[src/multicast_capability_info_consts.vh]
// register offsets, field positions, reset values and constants of the multicast capability bank
`ifndef MULTICAST_CAPABILITY_INFO_CONSTS_VH
`define MULTICAST_CAPABILITY_INFO_CONSTS_VH

// register offsets on the register port
`define MULTICAST_CAPABILITY_INFO_OFS_HEADER      12'h330
`define MULTICAST_CAPABILITY_INFO_OFS_INFO        12'h334
`define MULTICAST_CAPABILITY_INFO_OFS_CONTROL     12'h336
`define MULTICAST_CAPABILITY_INFO_OFS_BASE_LOW    12'h338
`define MULTICAST_CAPABILITY_INFO_OFS_BASE_HIGH   12'h33c

// capability header fields
`define MULTICAST_CAPABILITY_INFO_ID_LSB          0
`define MULTICAST_CAPABILITY_INFO_ID_MSB          15
`define MULTICAST_CAPABILITY_INFO_VER_LSB         16
`define MULTICAST_CAPABILITY_INFO_VER_MSB         19
`define MULTICAST_CAPABILITY_INFO_NXT_LSB         20
`define MULTICAST_CAPABILITY_INFO_NXT_MSB         31
`define MULTICAST_CAPABILITY_INFO_ID_VALUE        16'h0012
`define MULTICAST_CAPABILITY_INFO_VER_VALUE       4'h1
`define MULTICAST_CAPABILITY_INFO_NXT_RESET       12'h000

// capability info fields
`define MULTICAST_CAPABILITY_INFO_SUP_LSB         0
`define MULTICAST_CAPABILITY_INFO_SUP_MSB         5
`define MULTICAST_CAPABILITY_INFO_CRC_BIT         15
`define MULTICAST_CAPABILITY_INFO_SUP_RESET       6'h1f
`define MULTICAST_CAPABILITY_INFO_CRC_RESET       1'h1

// control fields
`define MULTICAST_CAPABILITY_INFO_CNT_LSB         0
`define MULTICAST_CAPABILITY_INFO_CNT_MSB         5
`define MULTICAST_CAPABILITY_INFO_EN_BIT          15
`define MULTICAST_CAPABILITY_INFO_CNT_RESET       6'h00
`define MULTICAST_CAPABILITY_INFO_EN_RESET        1'h0

// base low fields
`define MULTICAST_CAPABILITY_INFO_IDX_LSB         0
`define MULTICAST_CAPABILITY_INFO_IDX_MSB         5
`define MULTICAST_CAPABILITY_INFO_BLO_LSB         12
`define MULTICAST_CAPABILITY_INFO_BLO_MSB         31
`define MULTICAST_CAPABILITY_INFO_IDX_RESET       6'h00
`define MULTICAST_CAPABILITY_INFO_BLO_RESET       20'h00000
`define MULTICAST_CAPABILITY_INFO_BHI_RESET       32'h00000000

// smallest legal index position while enabled
`define MULTICAST_CAPABILITY_INFO_IDX_MIN         6'h0c

`endif

[src/multicast_capability_info_regs.v]
// register bank of the multicast extended capability with group window decode
//
// Behaviour
// - the header's low sixteen bits read back the fixed capability identifier 0x12.
// - header bits 19 to 16 read back the fixed capability version 0x1.
// - header bits 31 to 20 hold the next capability offset, writable only while locking allows, zero ends the chain.
// - the supported group field resets to 0x1f (32 groups), may be raised during initial load, groups equal field plus one.
// - capability bit 15 is a lockable crc regeneration flag that resets to one.
// - control bits 5 to 0 are read-write, reset to zero, and give the enabled group count as field plus one.
// - control bit 15 is read-write, resets to zero, and enables multicast for the owning partition.
// - base low bits 5 to 0 are read-write and name the address bit holding the group number's low bit.
// - base low bits 31 to 12 are read-write, reset to zero, and give address bits 12 to 31 of the base.
// - the base high register is read-write on all 32 bits, resets to zero, and gives address bits 32 to 63.
// - per-group vector bits whose index lies above the enabled count are ignored.
//
// Design decision made here: the address-and-strobe port.

`include "multicast_capability_info_consts.vh"

module multicast_capability_info_regs
#(
  parameter [11:0] NEXT_OFFSET_DEFAULT = `MULTICAST_CAPABILITY_INFO_NXT_RESET,
  parameter        ADDR_WIDTH          = 12,
  parameter        GROUPS              = 64
)
(
  input  wire                  sys_clk,
  input  wire                  reset,
  input  wire [ADDR_WIDTH-1:0] reg_addr,
  input  wire [31:0]           reg_wdata,
  input  wire                  reg_wr,
  input  wire                  reg_rd,
  output reg  [31:0]           reg_rdata_r,
  input  wire                  init_cfg_active,
  input  wire                  probe_valid,
  input  wire [63:0]           probe_addr,
  output reg                   group_cast_enable_r,
  output reg  [5:0]            enabled_group_count_r,
  output reg  [5:0]            supported_group_count_r,
  output reg                   crc_regen_supported_r,
  output reg  [5:0]            group_index_position_r,
  output reg  [63:0]           group_base_addr_r,
  output reg  [GROUPS-1:0]     group_active_mask_r,
  output reg                   cfg_conflict_r,
  output reg                   probe_done_r,
  output reg                   probe_hit_r,
  output reg  [5:0]            probe_group_r
);

  // stored fields
  reg  [11:0] next_capability_offset_r;
  reg  [5:0]  supported_group_count_nxt;
  reg         crc_regen_supported_nxt;
  reg  [19:0] group_base_low_bits_r;
  reg  [31:0] group_base_high_bits_r;
  reg  [5:0]  group_index_position_nxt;
  reg  [5:0]  enabled_group_count_nxt;
  reg         group_cast_enable_nxt;

  // register decode
  wire        sel_header;
  wire        sel_info;
  wire        sel_control;
  wire        sel_base_low;
  wire        sel_base_high;
  wire        wr_header;
  wire        wr_info;
  wire        wr_control;
  wire        wr_base_low;
  wire        wr_base_high;
  wire        lock_open;

  // read assembly
  wire [31:0] header_word;
  wire [31:0] info_word;
  wire [31:0] control_word;
  wire [31:0] base_low_word;
  reg  [31:0] read_nxt;

  // window decode
  wire [63:0] base_addr;
  wire [63:0] probe_offset;
  wire [63:0] probe_index;
  wire        probe_above;
  wire        probe_in_range;
  wire        probe_hit_nxt;

  // address comparisons
  assign sel_header    = (reg_addr == `MULTICAST_CAPABILITY_INFO_OFS_HEADER);
  assign sel_info      = (reg_addr == `MULTICAST_CAPABILITY_INFO_OFS_INFO);
  assign sel_control   = (reg_addr == `MULTICAST_CAPABILITY_INFO_OFS_CONTROL);
  assign sel_base_low  = (reg_addr == `MULTICAST_CAPABILITY_INFO_OFS_BASE_LOW);
  assign sel_base_high = (reg_addr == `MULTICAST_CAPABILITY_INFO_OFS_BASE_HIGH);

  // write strobes per register
  assign wr_header    = reg_wr && sel_header;
  assign wr_info      = reg_wr && sel_info;
  assign wr_control   = reg_wr && sel_control;
  assign wr_base_low  = reg_wr && sel_base_low;
  assign wr_base_high = reg_wr && sel_base_high;

  // lockable fields open only while the initial configuration loads
  assign lock_open = init_cfg_active;

  // next capability offset, lockable
  always @(posedge sys_clk)
  begin
    if (reset)
    begin
      next_capability_offset_r <= NEXT_OFFSET_DEFAULT;
    end
    else if (wr_header && lock_open)
    begin
      next_capability_offset_r <= reg_wdata[`MULTICAST_CAPABILITY_INFO_NXT_MSB:`MULTICAST_CAPABILITY_INFO_NXT_LSB];
    end
  end

  // capability info next values, lockable fields only
  always @*
  begin
    supported_group_count_nxt = supported_group_count_r;
    crc_regen_supported_nxt   = crc_regen_supported_r;
    if (wr_info && lock_open)
    begin
      supported_group_count_nxt = reg_wdata[`MULTICAST_CAPABILITY_INFO_SUP_MSB:`MULTICAST_CAPABILITY_INFO_SUP_LSB];
      crc_regen_supported_nxt   = reg_wdata[`MULTICAST_CAPABILITY_INFO_CRC_BIT];
    end
  end

  // capability info storage
  always @(posedge sys_clk)
  begin
    if (reset)
    begin
      supported_group_count_r <= `MULTICAST_CAPABILITY_INFO_SUP_RESET;
      crc_regen_supported_r   <= `MULTICAST_CAPABILITY_INFO_CRC_RESET;
    end
    else
    begin
      supported_group_count_r <= supported_group_count_nxt;
      crc_regen_supported_r   <= crc_regen_supported_nxt;
    end
  end

  // control next values, plain read-write
  always @*
  begin
    enabled_group_count_nxt = enabled_group_count_r;
    group_cast_enable_nxt   = group_cast_enable_r;
    if (wr_control)
    begin
      enabled_group_count_nxt = reg_wdata[`MULTICAST_CAPABILITY_INFO_CNT_MSB:`MULTICAST_CAPABILITY_INFO_CNT_LSB];
      group_cast_enable_nxt   = reg_wdata[`MULTICAST_CAPABILITY_INFO_EN_BIT];
    end
  end

  // control storage
  always @(posedge sys_clk)
  begin
    if (reset)
    begin
      enabled_group_count_r <= `MULTICAST_CAPABILITY_INFO_CNT_RESET;
      group_cast_enable_r   <= `MULTICAST_CAPABILITY_INFO_EN_RESET;
    end
    else
    begin
      enabled_group_count_r <= enabled_group_count_nxt;
      group_cast_enable_r   <= group_cast_enable_nxt;
    end
  end

  // base low next value; bits 11 to 6 are not stored
  always @*
  begin
    group_index_position_nxt = group_index_position_r;
    if (wr_base_low)
    begin
      group_index_position_nxt = reg_wdata[`MULTICAST_CAPABILITY_INFO_IDX_MSB:`MULTICAST_CAPABILITY_INFO_IDX_LSB];
    end
  end

  // base address storage
  always @(posedge sys_clk)
  begin
    if (reset)
    begin
      group_index_position_r <= `MULTICAST_CAPABILITY_INFO_IDX_RESET;
      group_base_low_bits_r  <= `MULTICAST_CAPABILITY_INFO_BLO_RESET;
      group_base_high_bits_r <= `MULTICAST_CAPABILITY_INFO_BHI_RESET;
    end
    else
    begin
      group_index_position_r <= group_index_position_nxt;
      if (wr_base_low)
      begin
        group_base_low_bits_r <= reg_wdata[`MULTICAST_CAPABILITY_INFO_BLO_MSB:`MULTICAST_CAPABILITY_INFO_BLO_LSB];
      end
      if (wr_base_high)
      begin
        group_base_high_bits_r <= reg_wdata;
      end
    end
  end

  // read words, constants and zeros in fixed and reserved bits
  assign header_word   = {next_capability_offset_r, `MULTICAST_CAPABILITY_INFO_VER_VALUE, `MULTICAST_CAPABILITY_INFO_ID_VALUE};
  assign info_word     = {16'h0000, crc_regen_supported_r, 9'h000, supported_group_count_r};
  assign control_word  = {16'h0000, group_cast_enable_r, 9'h000, enabled_group_count_r};
  assign base_low_word = {group_base_low_bits_r, 6'h00, group_index_position_r};

  // read multiplexer, unmapped offsets read zero
  always @*
  begin
    read_nxt = 32'h00000000;
    if (reg_rd)
    begin
      case (1'b1)
        sel_header:    read_nxt = header_word;
        sel_info:      read_nxt = info_word;
        sel_control:   read_nxt = control_word;
        sel_base_low:  read_nxt = base_low_word;
        sel_base_high: read_nxt = group_base_high_bits_r;
        default:       read_nxt = 32'h00000000;
      endcase
    end
  end

  // read data stands one cycle after the strobe only
  always @(posedge sys_clk)
  begin
    if (reset)
    begin
      reg_rdata_r <= 32'h00000000;
    end
    else
    begin
      reg_rdata_r <= read_nxt;
    end
  end

  // full base address as seen by the forwarding logic
  assign base_addr = {group_base_high_bits_r, group_base_low_bits_r, 12'h000};

  always @(posedge sys_clk)
  begin
    if (reset)
    begin
      group_base_addr_r <= 64'h0000000000000000;
    end
    else
    begin
      group_base_addr_r <= base_addr;
    end
  end

  // one mask bit per group, set only for enabled groups up to the count
  genvar g;
  generate
    for (g = 0; g < GROUPS; g = g + 1)
    begin : grp_mask
      always @(posedge sys_clk)
      begin
        if (reset)
        begin
          group_active_mask_r[g] <= 1'b0;
        end
        else
        begin
          group_active_mask_r[g] <= group_cast_enable_r && (g <= enabled_group_count_r);
        end
      end
    end
  endgenerate

  // flags a setup that software was told to avoid
  always @(posedge sys_clk)
  begin
    if (reset)
    begin
      cfg_conflict_r <= 1'b0;
    end
    else
    begin
      cfg_conflict_r <= group_cast_enable_r &&
                        ((enabled_group_count_r > supported_group_count_r) ||
                         (group_index_position_r < `MULTICAST_CAPABILITY_INFO_IDX_MIN));
    end
  end

  // group window decode of a probe address; base bits under the group field are assumed zero
  assign probe_offset   = probe_addr - base_addr;
  assign probe_index    = probe_offset >> group_index_position_r;
  assign probe_above    = (probe_addr >= base_addr);
  assign probe_in_range = (probe_index <= {58'h0, enabled_group_count_r});
  assign probe_hit_nxt  = probe_valid && group_cast_enable_r && probe_above && probe_in_range;

  // probe answer one cycle after the request
  always @(posedge sys_clk)
  begin
    if (reset)
    begin
      probe_done_r  <= 1'b0;
      probe_hit_r   <= 1'b0;
      probe_group_r <= 6'h00;
    end
    else
    begin
      probe_done_r  <= probe_valid;
      probe_hit_r   <= probe_hit_nxt;
      probe_group_r <= probe_hit_nxt ? probe_index[5:0] : 6'h00;
    end
  end

endmodule

[config.mk]
export PLATFORM = sky130hd
export DESIGN_NAME = multicast_capability_info_regs
export DESIGN_NICKNAME = d
export VERILOG_FILES = /design/src/multicast_capability_info_regs.v
export VERILOG_INCLUDE_DIRS = /design/src
export SDC_FILE = /design/constraint.sdc
export NUM_CORES = 1
export LEC_CHECK = 0
export ABC_AREA = 1
export BUFFER_PORTS_ARGS = -buffer_cell sky130_fd_sc_hd__clkbuf_2
export CORE_UTILIZATION = 50
export DETAILED_ROUTE_END_ITERATION = 7
export PLACE_DENSITY = 0.7
export SYNTH_ARGS = -nofsm -noshare
export SYNTH_HDL_FRONTEND = slang
export SYNTH_SLANG_ARGS = --single-unit
[constraint.sdc]
create_clock -name sys_clk -period 7.2 [get_ports sys_clk]
set_input_delay 1.44 -clock sys_clk [delete_from_list [all_inputs] [get_ports sys_clk]]
set_output_delay 1.44 -clock sys_clk [all_outputs]
set_load 0.01 [all_outputs]
; Word-level counts from Yosys, hierarchy flattened
; Index checks and enable logic that the tools add are counted.
[totals]
regBits = 253
in_bits = 114
output_inout_bits = 189
wordCells = 244
[op_classes]
addsub = 1
magnitude_cmp = 67
n_eq_ne = 5
n_shift = 1
muxes = 5
bitwise_logic = 3
reduce_logical = 80
[ops]
columns = operator, n
row1 = "6-bit <= comparator, first input constant", 32
row2 = 32-bit 2-to-1 mux, 5
row3 = "5-bit by 6-bit <= comparator with 1-bit output, first input constant", 16
row4 = 1-bit logical AND, 74
row5 = 64-bit >= comparator, 1
row6 = 64-bit by 6-bit <= comparator with 1-bit output, 1
row7 = 64-bit by 6-bit right shift with 64-bit output, 1
row8 = 64-bit subtractor, 1
row9 = "12-bit by 10-bit equality test with 1-bit output, second input constant", 5
row10 = "4-bit by 6-bit <= comparator with 1-bit output, first input constant", 8
row11 = "3-bit by 6-bit <= comparator with 1-bit output, first input constant", 4
row12 = "2-bit by 6-bit <= comparator with 1-bit output, first input constant", 2
row13 = 7-bit OR reduction, 1
row14 = 6-bit greater-than comparator, 1
row15 = "1-bit by 6-bit <= comparator with 1-bit output, first input constant", 1
row16 = "6-bit by 4-bit < comparator with 1-bit output, second input constant", 1
row17 = 5-bit OR reduction, 1
row18 = 2-bit OR reduction, 2
row19 = 1-bit inverter, 3
row20 = 3-bit OR reduction, 1
row21 = 1-bit logical OR, 1

; Longest topological paths before layout
[depth]
word_depth = 6
ltp_mapped = 37
depth_no_buf = 37

; Worst setup path after synthesis
; No wires, ideal clock.
[synth_timing]
kind = input port to flip-flop
from = input port probe_addr[12]
to = register probe_group_r[0]
setup_ps = 62
t_arrival_ps = 4949
required_ps = 7138
setup_slack_ps = 2189
cell_stages = 32
n_path_buf = 0
path_cell_list = inv_1 > ha_1 > fa_1 > inv_1 > nand3_1 > nor2_1 > nand2_1 > nand3_2 > nand2_1 > nand2_1 > nand2_1 > nand3_1 > nand3_1 > nand2_1 > nand2_1 > nand3_2 > nand3_1 > nand2_1 > nand2_1 > nand2_1 > inv_1 > o21ai_0 > ha_1 > a21oi_1 > o311ai_0 > a211oi_1 > o21ai_0 > a21oi_1 > nand3_1 > nor2_2 > nand2_4 > nor2_2
[synth_via]
elab_chain_cells = 6
word_cells_on_any_way = 8
cone_classes = add/sub (1) / order compare (2) / shift (1) / bitwise (1) / reduce/logical (3)
[synth_rtl]
columns = element, line_no
row1 = from (decl), multicast_capability_info_regs.v:36  ; input wire [63:0] probe_addr,
row2 = 64-bit subtractor, multicast_capability_info_regs.v:291  ; assign probe_offset = probe_addr - base_addr;
row3 = 64-bit by 6-bit right shift with 64-bit output, multicast_capability_info_regs.v:292  ; assign probe_index = probe_offset >> group_index_position_r;
row4 = named net probe_index[5], multicast_capability_info_regs.v:83  ; wire [63:0] probe_index;
row5 = 64-bit by 6-bit <= comparator with 1-bit output, multicast_capability_info_regs.v:294  ; assign probe_in_range = (probe_index <= {58'h0, enabled_group_count_r});
row6 = 1-bit logical AND, multicast_capability_info_regs.v:295  ; assign probe_hit_nxt = probe_valid && group_cast_enable_r && probe_above && probe_in_range;
row7 = 1-bit inverter (no line), -
row8 = 2-bit OR reduction (no line), -
row9 = to (signal assigned), multicast_capability_info_regs.v:310  ; probe_group_r <= probe_hit_nxt ? probe_index[5:0] : 6'h00;
row10 = to (decl), multicast_capability_info_regs.v:47  ; output reg [5:0] probe_group_r
; The timed path passes the listed nets, and every way through them passes these cells.
; A chain may end at the register's enable or synchronous reset.

; Worst setup path after layout
[layout_timing]
from = input port probe_addr[35]
to = register probe_group_r[0]
; Same word-level chain as after synthesis.

==> impl_metrics.toml <==
[status]
outcome = "finished clean"

[clocking]
cts_hold_buf = 0
cts_tree = "done"
clkSinkCount = 241
cts_setup_buffers = 0
cts_max_level = 1
cts-buffers-inserted = 23
path_clk_slew_ns = 0.07
clockBufferDepth = 3
cts-root-buf = "clkbuf_16"
clkLatencyLatePin_ns = 0.52
cts.repair.resized = 0

[logic_synthesis]
netlist-cell-type-count = 51
ys_async_sr_fraction_pct = 0
syn_area_sq_um = 16700
yosysSeqAreaShare_pct = 28.9
synth.most_common_cell = "nand2_1"
synth.largest_area_cell = "dfxtp_1"
yosysWarnings = 0
synth_edf_count = 0
synth_commonest_cells = "nand2_1 (818), inv_1 (411), nand3_1 (346)"
syn_avg_cell_area_sq_um = 6.01
ys_ff_latch = 241
syn_inst = 2778
synth_area_leaders = "dfxtp_1 (29%), nand2_1 (18%), nand3_1 (10%)"
synth_top_area_share_pct = 28.9
synth_top_flop_cell = "dfxtp_1"

[worst_setup_path]
critPathKind = "input pin to flop"
reg2reg_from = "group_base_high_bits_r[3]"
slowest_stage = "ha_1"
arrival_ns = 6.03
critPathLaunchType = "input pin"
rr_endpoint = "probe_group_r[0]"
end_kind = "flop"
max_stage_delay_ns = 0.37
rrSetupSlack_ns = 2.15
reg2reg_depth = 29
crit_required_ns = 7.65
cp_max_fo = 7

[detailed_routing]
drc_errors = 0
drtAntennaViolNets = 0
avgRoutedWirePerCell_um = 18.0
routed_wl_mm = 62.5
vias = 18708
routed_via_density = 5.40
first_iter_violations = 1419
first_pass_iters = 6

[global_routing]
grt_usage_pct = 36.1
grt_pass1_wl_mm = 94.3
grt_pass1_vias = 17300
grt_max_degree = 76
gr-total-overflow = 0
antenna_found_initial = 5

[floorplan]
die_y_um = 185
die_w_um = 185
start_util_pct = 51.1
core_area_sq_um = 32700
rows = 66
io_pins = 303
die-area_sq_um = 34100

[sta]
finalHoldViolations = 0
setup_viol = 0
tightestPinTransition_ns = 1.04
maxSlewViolCount = 0
relSlewSlack_pct = 30.8
fin_crit_sh_pct = 77.4
finalCriticalPeriod_ns = 5.57
fin_skew_ns = 0.00794
rsz0062_at_grt = "false"
fmax_ghz = 0.179
finalSetupTns_ns = 0
hold_ws_ns = 0.452

[run]
max_cap_viol_count = 0

[cells_and_area]
multi_input_area_sq_um = 9790
seq_area_sq_um = 4830
nNetsFinal = 3182
fin_cells = 3467
drive_gt1_share_pct = 14.6
nFillCells = 3465
syn_to_final_growth_pct = 14.7

[placement]
portBuffers = 290
gp_congestion = 1.04
placed_cells = 3420
hpwlAfterDp_mm = 50.7

[min_path]
hold_path_depth = 2
min_to = "next_capability_offset_r[4]"
worst_hold_startpoint = "next_capability_offset_r[4]"
hold_class = "flop to flop"

[power_and_ir_drop]
ir_worst_vdd_mv = 0.168
power.leakage_nw = 10.1
power_mw = 3.12
powerDensity_nw_per_um2 = 163
==> metal layers <==
layer	global-route usage, %	routed length (um)
met1	45.1	26100
met2	63.2	29700
met3	2.85	4100
met4	16.3	2640
met5	0	27
==> layout by cell type (no fill, tap or decap), drive strengths merged, types with 3 or more instances in the layout <==
| cell type | netlist | layout |
|---|---|---|
| nand2 | 834 | 834 |
| inv | 422 | 426 |
| nand3 | 364 | 364 |
| clkbuf | 70 | 318 |
| nor2 | 308 | 308 |
| dfxtp | 241 | 241 |
| o21ai | 110 | 110 |
| a21oi | 89 | 89 |
| ha | 64 | 64 |
| a211oi | 61 | 61 |
| nor3 | 22 | 22 |
| nand4 | 20 | 20 |
| o22ai | 19 | 19 |
| buf | 47 | 17 |
| xor2 | 14 | 14 |
| conb | 1 | 12 |
| clkinv | 9 | 12 |
| o211ai | 11 | 11 |
| or2 | 9 | 9 |
| o221ai | 9 | 9 |
| o21bai | 7 | 7 |
| a31oi | 7 | 7 |
| nor4 | 7 | 7 |
| xnor2 | 6 | 6 |
| a32o | 6 | 6 |
| diode | 0 | 5 |
| nand3b | 4 | 4 |
| mux2i | 3 | 3 |
| o311ai | 3 | 3 |
| clkinvlp | 0 | 3 |
| bufinv | 0 | 3 |
==> metrics by stage <==
step                      worst slack [ns]  area, sq um  util, %
after floorplan                       2.19        16700        -
after global placement                1.34        18400     56.1
after detailed placement              1.24        18400     56.1
after CTS                             1.74        19200     58.6
after global routing                  1.18        19200     58.6
final                                 1.63        19200     58.6
==> where the power goes <==
part	leakage (nW)	internal, mW	switching [mW]
clock network	0.386	0.740	0.523
logic	7.79	0.169	0.358
registers	1.94	1.33	0.000137
==> sequential cells by signal (all words and copies together) (netlist names), 6 cells and up <==
name and count:
group_index_position_r 6, enabled_group_count_r 6, supported_group_count_r 6, probe_group_r 6
next_capability_offset_r 12, reg_rdata_r 32, group_active_mask_r 64, group_base_low_bits_r 20
group_base_addr_r 52, group_base_high_bits_r 32
==> how the worst max path moves through the flow <==
stage                               from  slack, ns          endpoint  cells past startpoint
after floorplan           probe_addr[12]       2.19  probe_group_r[0]                     32
after global placement    probe_addr[35]       1.34  probe_group_r[3]                     29
after detailed placement  probe_addr[12]       1.24  probe_group_r[0]                     34
after CTS                 probe_addr[35]       1.74  probe_group_r[0]                     29
after global routing      probe_addr[12]       1.18  probe_group_r[1]                     33
final                     probe_addr[35]       1.63  probe_group_r[0]                     29
==> logic make-up (layout without fill, tap and decap cells) <==
group                      Yosys count  in the layout  share of synthesized area, %
buffers and inverters              548            779                          12.8
and+or+nand+nor                   1571           1571                          40.4
xor gates and xnor gates            20             20                          1.05
other                                1             17                        0.0224
adders and majority gates           65             65                          4.91
AOI/OAI and AO/OA                  329            329                          11.8
DFF                                241            241                          28.9
muxes                                3              3                         0.180
==> final cells by class <==
class | count | share of cell area [%]
clock inverter | 13 | 0.810
clock buffer | 29 | 3.33
inverter | 431 | 8.44
antenna | 5 | 0.0653
sequential | 241 | 25.2
timing repair buffer | 306 | 8.21
tap | 442 | 2.89
multi-input combinational | 2000 | 51.1
==> worst max-delay path, delay by kind of cell <==
family,cells,cell delay [ns]
adders and majority gates,2,0.67
AOI/OAI and AO/OA,5,1.16
and+or+nand+nor,19,2.53
buffers and inverters,3,0.21
(Power assumes the default switching activity.)
